`src/dcbhi_pkg.sv`:
```
// constants shared by both ends of the disk command block host interface
package dcbhi_pkg;
   localparam int ADDR_W = 4;
   localparam int DATA_W = 8;
   localparam int MEM_AW = 32;
   localparam int WORD_W = 16;
   // register numbers (low address digit)
   localparam logic [3:0] REG_PTR_A = 4'h1;
   localparam logic [3:0] REG_PTR_B = 4'h3;
   localparam logic [3:0] REG_PTR_C = 4'h5;
   localparam logic [3:0] REG_PTR_D = 4'h7;
   localparam logic [3:0] REG_VECTOR = 4'h9;
   localparam logic [3:0] REG_UNIT = 4'hB;
   localparam logic [3:0] REG_CONTROL = 4'hD;
   localparam int CTRL_BUSY_BIT = 0;
   localparam int CTRL_IE_BIT = 1;
   // command block word indices
   localparam logic [7:0] W_CMD_STAT = 8'h00;
   localparam logic [7:0] W_EXT_STAT = 8'h01;
   localparam logic [7:0] W_XFER_CNT = 8'h07;
   localparam logic [7:0] W_CYLINDER = 8'h08;
   localparam logic [7:0] W_CUR_CYL = 8'h0A;
   localparam logic [7:0] W_ECC_CALC = 8'h1D;
   localparam logic [7:0] W_ECC_DISK = 8'h20;
   localparam logic [7:0] W_WORK = 8'h25;
   localparam logic [7:0] FETCH_WORDS = 8'h0A;
   localparam logic [7:0] ECC_WORDS = 8'h03;
   localparam logic [7:0] WORK_WORDS = 8'h06;
   localparam logic [7:0] STAT_BUSY = 8'hFF;
   localparam logic [7:0] STAT_OK = 8'h00;
   localparam logic [7:0] CMD_FORMAT = 8'h04;
   localparam logic [7:0] UNIT_ID = 8'h01;
endpackage

```
`src/dcbhi_if.sv`:
```
// register port, interrupt and memory master link between host and device
interface dcbhi_if;
   import dcbhi_pkg::*;
   logic reg_sel;
   logic reg_wr;
   logic [ADDR_W-1:0] reg_addr;
   logic [DATA_W-1:0] reg_wdata;
   logic [DATA_W-1:0] reg_rdata;
   logic reg_ack;
   logic irq;
   logic iack;
   logic [DATA_W-1:0] iack_vector;
   logic mem_req;
   logic mem_wr;
   logic [MEM_AW-1:0] mem_addr;
   logic [WORD_W-1:0] mem_wdata;
   logic [WORD_W-1:0] mem_rdata;
   logic mem_ack;
   modport device (input reg_sel, reg_wr, reg_addr, reg_wdata, iack, mem_rdata, mem_ack,
      output reg_rdata, reg_ack, irq, iack_vector, mem_req, mem_wr, mem_addr, mem_wdata);
   modport host (output reg_sel, reg_wr, reg_addr, reg_wdata, iack, mem_rdata, mem_ack,
      input reg_rdata, reg_ack, irq, iack_vector, mem_req, mem_wr, mem_addr, mem_wdata);
endinterface

```
`src/dcbhi_device.sv`:
```
// device end: register file, command fetch and status write-back
// Behaviour
// - odd register numbers one to thirteen only
// - host initialises fully after every reset
// - host loads pointer registers one to seven
// - host programs status/ID register nine
// - host sets handler address for vector
// - host fills command block fields
// - device writes only status/count/current-cylinder/ECC/reserved fields
// - accepted command marks internal status busy
// - host writes busy into memory status
// - format uses cylinder as highest track
// - write computed and disk ECC words
// - six-word working area is device scratch
// - acknowledge returns programmed register nine
// - host polls busy, then sets it
// - unit number in register eleven
// - host checks status, clears busy
module dcbhi_device
   import dcbhi_pkg::*;
(
   input wire logic clk_sys,
   input wire logic rst,
   dcbhi_if.device bus,
   input wire logic [dcbhi_pkg::WORD_W-1:0] ecc_calc,
   input wire logic [dcbhi_pkg::WORD_W-1:0] ecc_disk,
   output logic busy,
   output logic [7:0] cmd_code,
   output logic [dcbhi_pkg::WORD_W-1:0] max_track
);
   import dcbhi_pkg::*;
   typedef enum logic [2:0] {
      S_IDLE = 3'b000, S_FETCH = 3'b001, S_EXEC = 3'b010, S_WRITE = 3'b011, S_DONE = 3'b100
   } dcbhi_state_t;
   dcbhi_state_t state_q;
   logic [7:0] ptr_q [4];
   logic [7:0] vector_q;
   logic ie_q;
   logic busy_q;
   logic [7:0] status_q;
   logic [7:0] idx_q;
   logic [WORD_W-1:0] cyl_q;
   logic [WORD_W-1:0] wval;
   logic [7:0] widx;
   logic last_w;
   logic wr_ctrl;
   logic irq_q;
   logic unit_q;

   // assembled byte address of a block word
   function automatic logic [MEM_AW-1:0] word_addr(input logic [7:0] w);
      word_addr = {ptr_q[0], ptr_q[1], ptr_q[2], ptr_q[3]} + MEM_AW'({w, 1'b0});
   endfunction

   // decode: only odd numbers respond
   function automatic logic hit(input logic [3:0] a);
      hit = a[0] && (a <= REG_CONTROL);
   endfunction

   assign wr_ctrl = bus.reg_sel && bus.reg_wr && bus.reg_addr == REG_CONTROL;

   // register writes
   always_ff @(posedge clk_sys or posedge rst) begin
      if (rst) begin
         for (int i = 0; i < 4; i++) ptr_q[i] <= 8'h00;
         vector_q <= 8'h00;
         ie_q <= 1'b0;
      end else if (bus.reg_sel && bus.reg_wr && hit(bus.reg_addr)) begin
         case (bus.reg_addr)
            REG_PTR_A: ptr_q[0] <= bus.reg_wdata;
            REG_PTR_B: ptr_q[1] <= bus.reg_wdata;
            REG_PTR_C: ptr_q[2] <= bus.reg_wdata;
            REG_PTR_D: ptr_q[3] <= bus.reg_wdata;
            REG_VECTOR: vector_q <= bus.reg_wdata;
            REG_CONTROL: ie_q <= bus.reg_wdata[CTRL_IE_BIT];
            default: ;
         endcase
      end
   end

   // register reads
   // read data follows the address of the previous cycle, so it stands together with ack
   always_ff @(posedge clk_sys or posedge rst) begin
      if (rst) begin
         bus.reg_rdata <= 8'h00;
         bus.reg_ack <= 1'b0;
      end else begin
         bus.reg_ack <= bus.reg_sel && hit(bus.reg_addr) && !bus.reg_ack;
         case (bus.reg_addr)
            REG_PTR_A: bus.reg_rdata <= ptr_q[0];
            REG_PTR_B: bus.reg_rdata <= ptr_q[1];
            REG_PTR_C: bus.reg_rdata <= ptr_q[2];
            REG_PTR_D: bus.reg_rdata <= ptr_q[3];
            REG_VECTOR: bus.reg_rdata <= vector_q;
            REG_UNIT: bus.reg_rdata <= unit_q ? UNIT_ID : 8'h00;
            REG_CONTROL: bus.reg_rdata <= {6'h00, ie_q, busy_q};
            default: bus.reg_rdata <= 8'h00;
         endcase
      end
   end

   // write-back word chosen per step; main status goes last, because in polling mode
   // the host takes its change as the end of the command and may clear busy right after
   always_comb begin
      widx = W_CMD_STAT;
      wval = {cmd_code, status_q};
      last_w = 1'b0;
      if (idx_q == 8'h00) begin
         widx = W_EXT_STAT;
         wval = 16'h0000;
      end else if (idx_q == 8'h01) begin
         widx = W_XFER_CNT;
         wval = 16'h0000;
      end else if (idx_q == 8'h02) begin
         widx = W_CUR_CYL;
         wval = cyl_q;
      end else if (idx_q < 8'h03 + ECC_WORDS) begin
         widx = W_ECC_CALC + idx_q - 8'h03;
         wval = ecc_calc;
      end else if (idx_q < 8'h03 + ECC_WORDS + ECC_WORDS) begin
         widx = W_ECC_DISK + idx_q - 8'h06;
         wval = ecc_disk;
      end else if (idx_q < 8'h09 + WORK_WORDS) begin
         widx = W_WORK + idx_q - 8'h09;
         wval = 16'h0000;
      end else begin
         widx = W_CMD_STAT;
         wval = {cmd_code, status_q};
         last_w = 1'b1;
      end
   end

   // command sequence
   always_ff @(posedge clk_sys or posedge rst) begin
      if (rst) begin
         state_q <= S_IDLE;
         busy_q <= 1'b0;
         status_q <= STAT_OK;
         idx_q <= 8'h00;
         cmd_code <= 8'h00;
         cyl_q <= 16'h0000;
         max_track <= 16'h0000;
      end else begin
         case (state_q)
            S_IDLE: begin
               if (wr_ctrl) busy_q <= bus.reg_wdata[CTRL_BUSY_BIT];
               // a busy write while already busy starts nothing
               if (wr_ctrl && bus.reg_wdata[CTRL_BUSY_BIT] && !busy_q) begin
                  status_q <= STAT_BUSY;
                  idx_q <= 8'h00;
                  state_q <= S_FETCH;
               end
            end
            S_FETCH: if (bus.mem_ack) begin
               if (idx_q == W_CMD_STAT) cmd_code <= bus.mem_rdata[15:8];
               if (idx_q == W_CYLINDER) cyl_q <= bus.mem_rdata;
               idx_q <= idx_q + 8'h01;
               if (idx_q == FETCH_WORDS - 8'h01) state_q <= S_EXEC;
            end
            S_EXEC: begin
               if (cmd_code == CMD_FORMAT) max_track <= cyl_q;
               status_q <= STAT_OK;
               idx_q <= 8'h00;
               state_q <= S_WRITE;
            end
            S_WRITE: if (bus.mem_ack) begin
               idx_q <= idx_q + 8'h01;
               if (last_w) state_q <= S_DONE;
            end
            S_DONE: begin
               // busy drops only once the whole block is written back
               if (wr_ctrl && !bus.reg_wdata[CTRL_BUSY_BIT]) begin
                  busy_q <= 1'b0;
                  state_q <= S_IDLE;
               end
            end
            default: state_q <= S_IDLE;
         endcase
      end
   end

   // interrupt raised once when the write-back ends, dropped by acknowledge;
   // the unit flag outlives the acknowledge so register eleven still names the unit
   always_ff @(posedge clk_sys or posedge rst) begin
      if (rst) begin
         irq_q <= 1'b0;
         unit_q <= 1'b0;
      end else begin
         if (bus.iack) irq_q <= 1'b0;
         if (wr_ctrl && !bus.reg_wdata[CTRL_BUSY_BIT]) unit_q <= 1'b0;
         // the finishing write-back wins over an acknowledge in the same cycle
         if (state_q == S_WRITE && bus.mem_ack && last_w) begin
            irq_q <= ie_q;
            unit_q <= ie_q;
         end
      end
   end

   // memory master, only the fields the device may change are written
   // word addresses come from the pointer bytes as they stand when the command runs
   assign bus.mem_req = state_q == S_FETCH || state_q == S_WRITE;
   assign bus.mem_wr = state_q == S_WRITE;
   assign bus.mem_addr = word_addr(state_q == S_WRITE ? widx : idx_q);
   assign bus.mem_wdata = wval;
   assign bus.irq = irq_q;
   assign bus.iack_vector = vector_q;
   assign busy = busy_q;
endmodule // dcbhi_device

```
`src/flat_wrapper.sv`:
```
// flat-port wrapper written by rule: the top's interface ports become plain ports
module dcbhi_device_flat import dcbhi_pkg::*;
  (clk_sys, rst, ecc_calc, ecc_disk, busy, cmd_code, max_track, bus_reg_sel, bus_reg_wr, bus_reg_addr, bus_reg_wdata, bus_iack, bus_mem_rdata, bus_mem_ack, bus_reg_rdata, bus_reg_ack, bus_irq, bus_iack_vector, bus_mem_req, bus_mem_wr, bus_mem_addr, bus_mem_wdata);
  dcbhi_if bus_i ();
  input wire logic clk_sys;
  input wire logic rst;
  input wire logic [dcbhi_pkg::WORD_W-1:0] ecc_calc;
  input wire logic [dcbhi_pkg::WORD_W-1:0] ecc_disk;
  output logic busy;
  output logic [7:0] cmd_code;
  output logic [dcbhi_pkg::WORD_W-1:0] max_track;
  input wire logic [$bits(bus_i.reg_sel)-1:0] bus_reg_sel;
  input wire logic [$bits(bus_i.reg_wr)-1:0] bus_reg_wr;
  input wire logic [$bits(bus_i.reg_addr)-1:0] bus_reg_addr;
  input wire logic [$bits(bus_i.reg_wdata)-1:0] bus_reg_wdata;
  input wire logic [$bits(bus_i.iack)-1:0] bus_iack;
  input wire logic [$bits(bus_i.mem_rdata)-1:0] bus_mem_rdata;
  input wire logic [$bits(bus_i.mem_ack)-1:0] bus_mem_ack;
  output wire logic [$bits(bus_i.reg_rdata)-1:0] bus_reg_rdata;
  output wire logic [$bits(bus_i.reg_ack)-1:0] bus_reg_ack;
  output wire logic [$bits(bus_i.irq)-1:0] bus_irq;
  output wire logic [$bits(bus_i.iack_vector)-1:0] bus_iack_vector;
  output wire logic [$bits(bus_i.mem_req)-1:0] bus_mem_req;
  output wire logic [$bits(bus_i.mem_wr)-1:0] bus_mem_wr;
  output wire logic [$bits(bus_i.mem_addr)-1:0] bus_mem_addr;
  output wire logic [$bits(bus_i.mem_wdata)-1:0] bus_mem_wdata;
  assign bus_i.reg_sel = bus_reg_sel;
  assign bus_i.reg_wr = bus_reg_wr;
  assign bus_i.reg_addr = bus_reg_addr;
  assign bus_i.reg_wdata = bus_reg_wdata;
  assign bus_i.iack = bus_iack;
  assign bus_i.mem_rdata = bus_mem_rdata;
  assign bus_i.mem_ack = bus_mem_ack;
  assign bus_reg_rdata = bus_i.reg_rdata;
  assign bus_reg_ack = bus_i.reg_ack;
  assign bus_irq = bus_i.irq;
  assign bus_iack_vector = bus_i.iack_vector;
  assign bus_mem_req = bus_i.mem_req;
  assign bus_mem_wr = bus_i.mem_wr;
  assign bus_mem_addr = bus_i.mem_addr;
  assign bus_mem_wdata = bus_i.mem_wdata;
  dcbhi_device u_core (.clk_sys(clk_sys), .rst(rst), .bus(bus_i), .ecc_calc(ecc_calc), .ecc_disk(ecc_disk), .busy(busy), .cmd_code(cmd_code), .max_track(max_track));
endmodule
```
`config.mk`:
```
export PLATFORM = sky130hd
export DESIGN_NAME = dcbhi_device_flat
export DESIGN_NICKNAME = d
export VERILOG_FILES = /design/src/dcbhi_pkg.sv /design/src/dcbhi_if.sv /design/src/dcbhi_device.sv /design/src/flat_wrapper.sv
export SDC_FILE = /design/constraint.sdc
export NUM_CORES = 1
export LEC_CHECK = 0
export BUFFER_PORTS_ARGS = -buffer_cell sky130_fd_sc_hd__buf_4
export CELL_PAD_IN_SITES_DETAIL_PLACEMENT = 1
export CELL_PAD_IN_SITES_GLOBAL_PLACEMENT = 2
export CORE_AREA = 2 2 139 141
export DETAILED_ROUTE_END_ITERATION = 10
export DIE_AREA = 0 0 141 143
export GPL_ROUTABILITY_DRIVEN = 0
export HOLD_SLACK_MARGIN = 0.08
export PLACE_DENSITY_LB_ADDON = 0.15
export SYNTH_ARGS = -nofsm -noshare
export SYNTH_HDL_FRONTEND = slang
export SYNTH_SLANG_ARGS = --single-unit
```
`constraint.sdc`:
```
create_clock -name clk_sys -period 4.8 [get_ports clk_sys]
set_input_delay 0 -clock clk_sys [delete_from_list [all_inputs] [get_ports clk_sys]]
set_output_delay 0 -clock clk_sys [all_outputs]
set_load 0.01 [all_outputs]
```
* After elaboration in Yosys (flattened, before gate mapping)
Index checks and enable logic that the tools add are counted.
Storage, ports and cells: input bits 66, register bits after elaboration 112, output and inout port bits 93, word-level logic and storage cells 128
Cells by class: add/sub/neg operators 8, equal/unequal tests 24, mux-type cells 39, reductions and logical operators 36, order comparisons 4
Operators by type and width (count):
- $mux W16 | 6
- $mux W8 | 10
- $pmux W8 S7 | 1
- $add A32 B9 Y32 | 1
- $pmux W8 S3 | 1
- $mux W3 | 6
- $add A6 B8 Y8 const A | 2
- $eq A8 B4 Y1 const B | 2
- $lt A8 B4 Y1 const B | 2
- $pmux W8 S2 | 1
- $reduce_and A2 Y1 | 8
- $pmux W3 S5 | 1
- $eq A4 B4 Y1 const B | 3
- $mux W1 | 12
- $ne A2 B1 Y1 const B | 6
- $reduce_and A3 Y1 | 4
- $logic_and A1 B1 Y1 | 11
- $add A5 B8 Y8 const A | 1
- $add A8 B1 Y8 const B | 1
- $eq A4 B3 Y1 const B | 2
- $eq A8 B1 Y1 const B | 1
- $eq A8 B2 Y1 const B | 1
- $eq A8 B3 Y1 const B | 1
- $logic_not A8 Y1 | 1
- 19 further kinds | 26

* Depth between registers and ports, before layout
word-level depth 10, depth in mapped cells 17

* Worst setup path before layout
OpenSTA, ideal clock, no wires.
path type reg2out, start point reg u_core.idx_q[3], end point out bus_mem_addr[20], cell stages (with the launch flop) 16, path buffers 2, path slack 1.280 ns, data arrival time 3.520 ns, path through dfrtp_1 > clkbuf_2 > inv_1 > ha_1 > a21oi_1 > buf_2 > o21bai_2 > mux2_2 > a21oi_1 > o22ai_1 > ha_1 > nand2_1 > nor3b_1 > o2111ai_2 > a211oi_1 > xor2_1
Between the ends: longest elaborated chain between the ends 10, elaborated cells between the ends (all ways) 20, those cells by class add/sub (7); order compare (3); eq/ne (2); mux (7); reduce/logical (1)
RTL lines:
- start: declaration | line dcbhi_device.sv:41 | logic [7:0] idx_q;
- start signal: assignment | line dcbhi_device.sv:157 | idx_q <= idx_q + 8'h01;
- start signal: assignment | line dcbhi_device.sv:167 | idx_q <= idx_q + 8'h01;
- $add A6 B8 Y8 | line dcbhi_device.sv:124 | widx = W_WORK + idx_q - 8'h09;
- $sub A8 B4 Y8 | line dcbhi_device.sv:124
- $mux W8 | line dcbhi_device.sv:123 | end else if (idx_q < 8'h09 + WORK_WORDS) begin
- $mux W8 | line dcbhi_device.sv:120 | end else if (idx_q < 8'h03 + ECC_WORDS + ECC_WORDS) begin
- $mux W8 | line dcbhi_device.sv:117 | end else if (idx_q < 8'h03 + ECC_WORDS) begin
- $mux W8 | line dcbhi_device.sv:114 | end else if (idx_q == 8'h02) begin
- $mux W8 | line dcbhi_device.sv:111 | end else if (idx_q == 8'h01) begin
- $mux W8 | line dcbhi_device.sv:108 | if (idx_q == 8'h00) begin
- $mux W8 (*) | line dcbhi_device.sv:203 | assign bus.mem_addr = word_addr(state_q == S_WRITE ? widx : idx_q);
- $add A32 B9 Y32 (*) | line dcbhi_device.sv:52 | word_addr = {ptr_q[0], ptr_q[1], ptr_q[2], ptr_q[3]} + MEM_AW'({w, 1'b0});
- end: declaration | line flat_wrapper.sv:25 | output wire logic [$bits(bus_i.mem_addr)-1:0] bus_mem_addr;
Every way passes the cells marked *; elsewhere a longest branch is shown, timed or not.

* Worst setup path in the final report
start point reg u_core.idx_q[3], end point out bus_mem_addr[29]
Same word-level chain as after synthesis.

==> flow_metrics.env <==
export IMPL_grt_start_max_net_pins=75
export IMPL_h_tree_depth=3
export IMPL_critical_path_max_fanout=20
export IMPL_endpoint_kind="output port"
export IMPL_grt_pass1_vias=5988
export IMPL_grt_ovfl_total=0
export IMPL_synthMuxAreaShare_pct=17.1
export IMPL_wire_per_inst_um=20.6
export IMPL_crit_arrival_ns=4.33
export IMPL_final_cell_mix="buf_4, dfrtp_1, mux2_2"
export IMPL_rr_endpoint="u_core.bus.irq"
export IMPL_seqPwrFrac_pct=30.7
export IMPL_powerDensity_nw_per_um2=540
export IMPL_chipHeight_um=143
export IMPL_cts_buffer_depth=2
export IMPL_status="finished clean"
export IMPL_core_region_area_um2=18600
export IMPL_synth_top_family_by_area="multiplexers"
export IMPL_relSlewSlack_pct=28.0
export IMPL_post_drt_via_cell_ratio=5.47
export IMPL_avgSynthCellArea_um2=10.6
export IMPL_final_hold_violation_count=0
export IMPL_cts_tree="yes"
export IMPL_antenna_found_initial=0
export IMPL_dr_total_vias=5493
export IMPL_diodes=0
export IMPL_fmax_mhz=231
export IMPL_syn2layout_area_growth_pct=32.0
export IMPL_pre_cts_ws_ns=0.743
export IMPL_power_internal_mw=2.64
export IMPL_seq_area_frac_synth_pct=41.9
export IMPL_floorplan_rows=50
export IMPL_clkPwrFrac_pct=17.0
export IMPL_ys_types=69
export IMPL_final_common_cell="buf_4"
export IMPL_netSwitchingFraction_pct=41.1
export IMPL_finalCritPeriodShare_pct=90.2
export IMPL_synth_fp_nets=677
export IMPL_yosys_warnings=0
export IMPL_synth_area_um2=6280
export IMPL_netlist_instances=591
export IMPL_min_period_ns=4.33
export IMPL_grt_pass1_wl_um=33100
export IMPL_endpoint="bus_mem_addr[29]"
export IMPL_postRouteAntennaNets=0
export IMPL_tightest_slew_ns=1.07
export IMPL_cts_inserted_buffers=9
export IMPL_ioPinCount=159
export IMPL_synth_xor_area_share_pct=4.05
export IMPL_start_util_pct=33.8
export IMPL_leakagePower_nw=3.91
export IMPL_synth_compound_area_share_pct=14.7
export IMPL_synthSimpleGateAreaFrac_pct=14.8
export IMPL_skew_ns=0.00911
export IMPL_nets=852
export IMPL_clock_sinks=105
export IMPL_grt_usage_pct=21.1
export IMPL_p_switching_mw=1.84
export IMPL_dr_pass1_iters=4
export IMPL_synth_async_reset_ratio_pct=100
export IMPL_wl_um=20700
export IMPL_clk_pin_slew_ns=0.07
export IMPL_setup_viol_count_final=0
export IMPL_drc=0
export IMPL_rsz0062_at_grt="false"
export IMPL_synth_edf_count=0
export IMPL_synth_main_ff_cell="dfrtp_1"
export IMPL_insertion_delay_ns=0.36
export IMPL_hp_class="in2reg"
export IMPL_drive_above_1_share_pct=37.5
export IMPL_critPathLaunch="u_core.idx_q[3]"
export IMPL_startpoint_type="register"
export IMPL_p_comb_share_pct=52.3
export IMPL_required_ns=4.80
export IMPL_die_area_um2=20200
export IMPL_hpwlAfterDp_um=15300
export IMPL_reg2regPathDepth=7
export IMPL_critical_path_class="reg2out"
export IMPL_regToRegStartpoint="u_core.idx_q[1]"
export IMPL_final_util_pct=44.6
export IMPL_regToRegSetupSlack_ns=1.94
export IMPL_drtIter0Drc=220
export IMPL_setup_tns_ns=0
export IMPL_port_buffers=158
export IMPL_ys_seq_elements=105
export IMPL_clockRootBuffer="clkbuf_16"
export IMPL_drv_slew=0
export IMPL_maxCapViolations=0
export IMPL_synthAdderAreaFrac_pct=4.11
export IMPL_die_width_um=141
export IMPL_fin_ws_ns=0.469
export IMPL_worst_ir_drop_vdd_uv=299
==> cell families after synthesis <==
family                   count (synthesis)
AND/OR/NAND/NOR                        164
buffers and inverters                   48
flip-flops                             105
multiplexers                            90
adder cells (fa/ha/maj)                 20
AO/OA/AOI/OAI                          135
XOR/XNOR                                29
==> through the flow <==
| step | hold WS (ns) | area (um2) | power, mW | instances |
|---|---|---|---|---|
| 3_5_place_dp | 0.240 | 7680 | 3.73 | 958 |
| 6_report | 0.168 | 8290 | 4.48 | 1005 |
| 2_1_floorplan | 0.117 | 6280 | 2.65 | 591 |
| 4_1_cts | 0.146 | 8280 | 4.54 | 1005 |
| 5_1_grt | 0.172 | 8290 | 4.82 | 1005 |
| 3_3_place_gp | 0.233 | 7680 | 3.68 | 958 |
==> power groups by stage <==
stage | logic, mW | clock network, mW | registers [mW]
after global placement | 2.31 | 0 | 1.37
after CTS | 2.37 | 0.790 | 1.38
final | 2.34 | 0.762 | 1.37
after floorplan | 1.33 | 0 | 1.32
after global routing | 2.58 | 0.825 | 1.41
after detailed placement | 2.34 | 0 | 1.39
==> area by class of cell <==
type | instances | area, um2
inverter | 16 | 62.6
clock buffer | 11 | 233
sequential | 105 | 2630
timing repair buffer | 196 | 1550
clock inverter | 5 | 62.6
multi-input combinational | 438 | 3460
fill | 2061 | 10300
tap | 234 | 293
==> worst min path at each step <==
stage	start	to	slack, ns	cells after the start
finish	bus_reg_addr[1]	u_core.bus.reg_rdata[0]	0.17	3
global route	bus_reg_addr[1]	u_core.bus.reg_rdata[0]	0.17	3
CTS	bus_reg_addr[1]	u_core.bus.reg_rdata[0]	0.15	3
detailed placement	bus_mem_rdata[5]	u_core.cyl_q[5]	0.24	2
global placement	bus_mem_rdata[2]	u_core.cyl_q[2]	0.23	2
floorplan	bus_reg_wdata[5]	u_core.ptr_q[13]	0.12	2
==> registers in the layout, indices dropped and copies added, names as in the netlist <==
register and count:
u_core.bus.iack_vector 8, u_core.bus.irq 1, u_core.bus.reg_ack 1, u_core.bus.reg_rdata 8, u_core.busy 1, u_core.cmd_code 8, u_core.cyl_q 16, u_core.idx_q 8
u_core.ie_q 1, u_core.max_track 16, u_core.ptr_q 32, u_core.state_q 3, u_core.status_q 1, u_core.unit_q 1
==> synth_stat cells (8+ instances only) <==
cell | n | share of area [%]
clkbuf_1 | 15 | 0.90
xor2_1 | 19 | 2.7
xnor2_1 | 10 | 1.4
nand2_1 | 39 | 2.3
ha_1 | 19 | 3.8
nand3_1 | 19 | 1.5
a21oi_1 | 30 | 2.4
nand4_1 | 8 | 0.80
buf_2 | 10 | 0.80
nor3_1 | 9 | 0.72
a221oi_1 | 8 | 1.1
dfrtp_1 | 105 | 42
a22o_1 | 28 | 3.9
o21ai_0 | 38 | 3.0
nor2_1 | 33 | 2.0
mux2_2 | 79 | 14
inv_1 | 15 | 0.90
==> worst max-delay path, cell delays in order, from the launching register on <==
cell and delay, ns:
dfrtp_1 0.53, inv_1 0.21, ha_1 0.24, a21oi_2 0.15, buf_4 0.28, o21ai_2 0.22
nor2_1 0.20, o21ai_0 0.10, o21ai_0 0.09, ha_1 0.23, fa_1 0.23, a21oi_1 0.09
o21ai_0 0.27, a21oi_1 0.13, buf_4 0.19, nor4b_1 0.44, xor2_1 0.21, buf_4 0.15
==> metal layers <==
layer	track usage (%)	up-vias	share of wire, %
li1	-	2532	-
met1	24.7	2752	42
met2	36.9	176	50
met3	6.41	33	6.3
met4	7.11	0	2.5
met5	0	-	0
==> timing repair <==
action | in CTS | in global routing
hold buffers | 31 | 0
setup endpoints to repair | 0 | 3
resized for setup | 0 | 1
hold endpoints to repair | 145 | 0
buffers inserted | 0 | 0
Note: power is estimated with default switching activity, not from simulation.
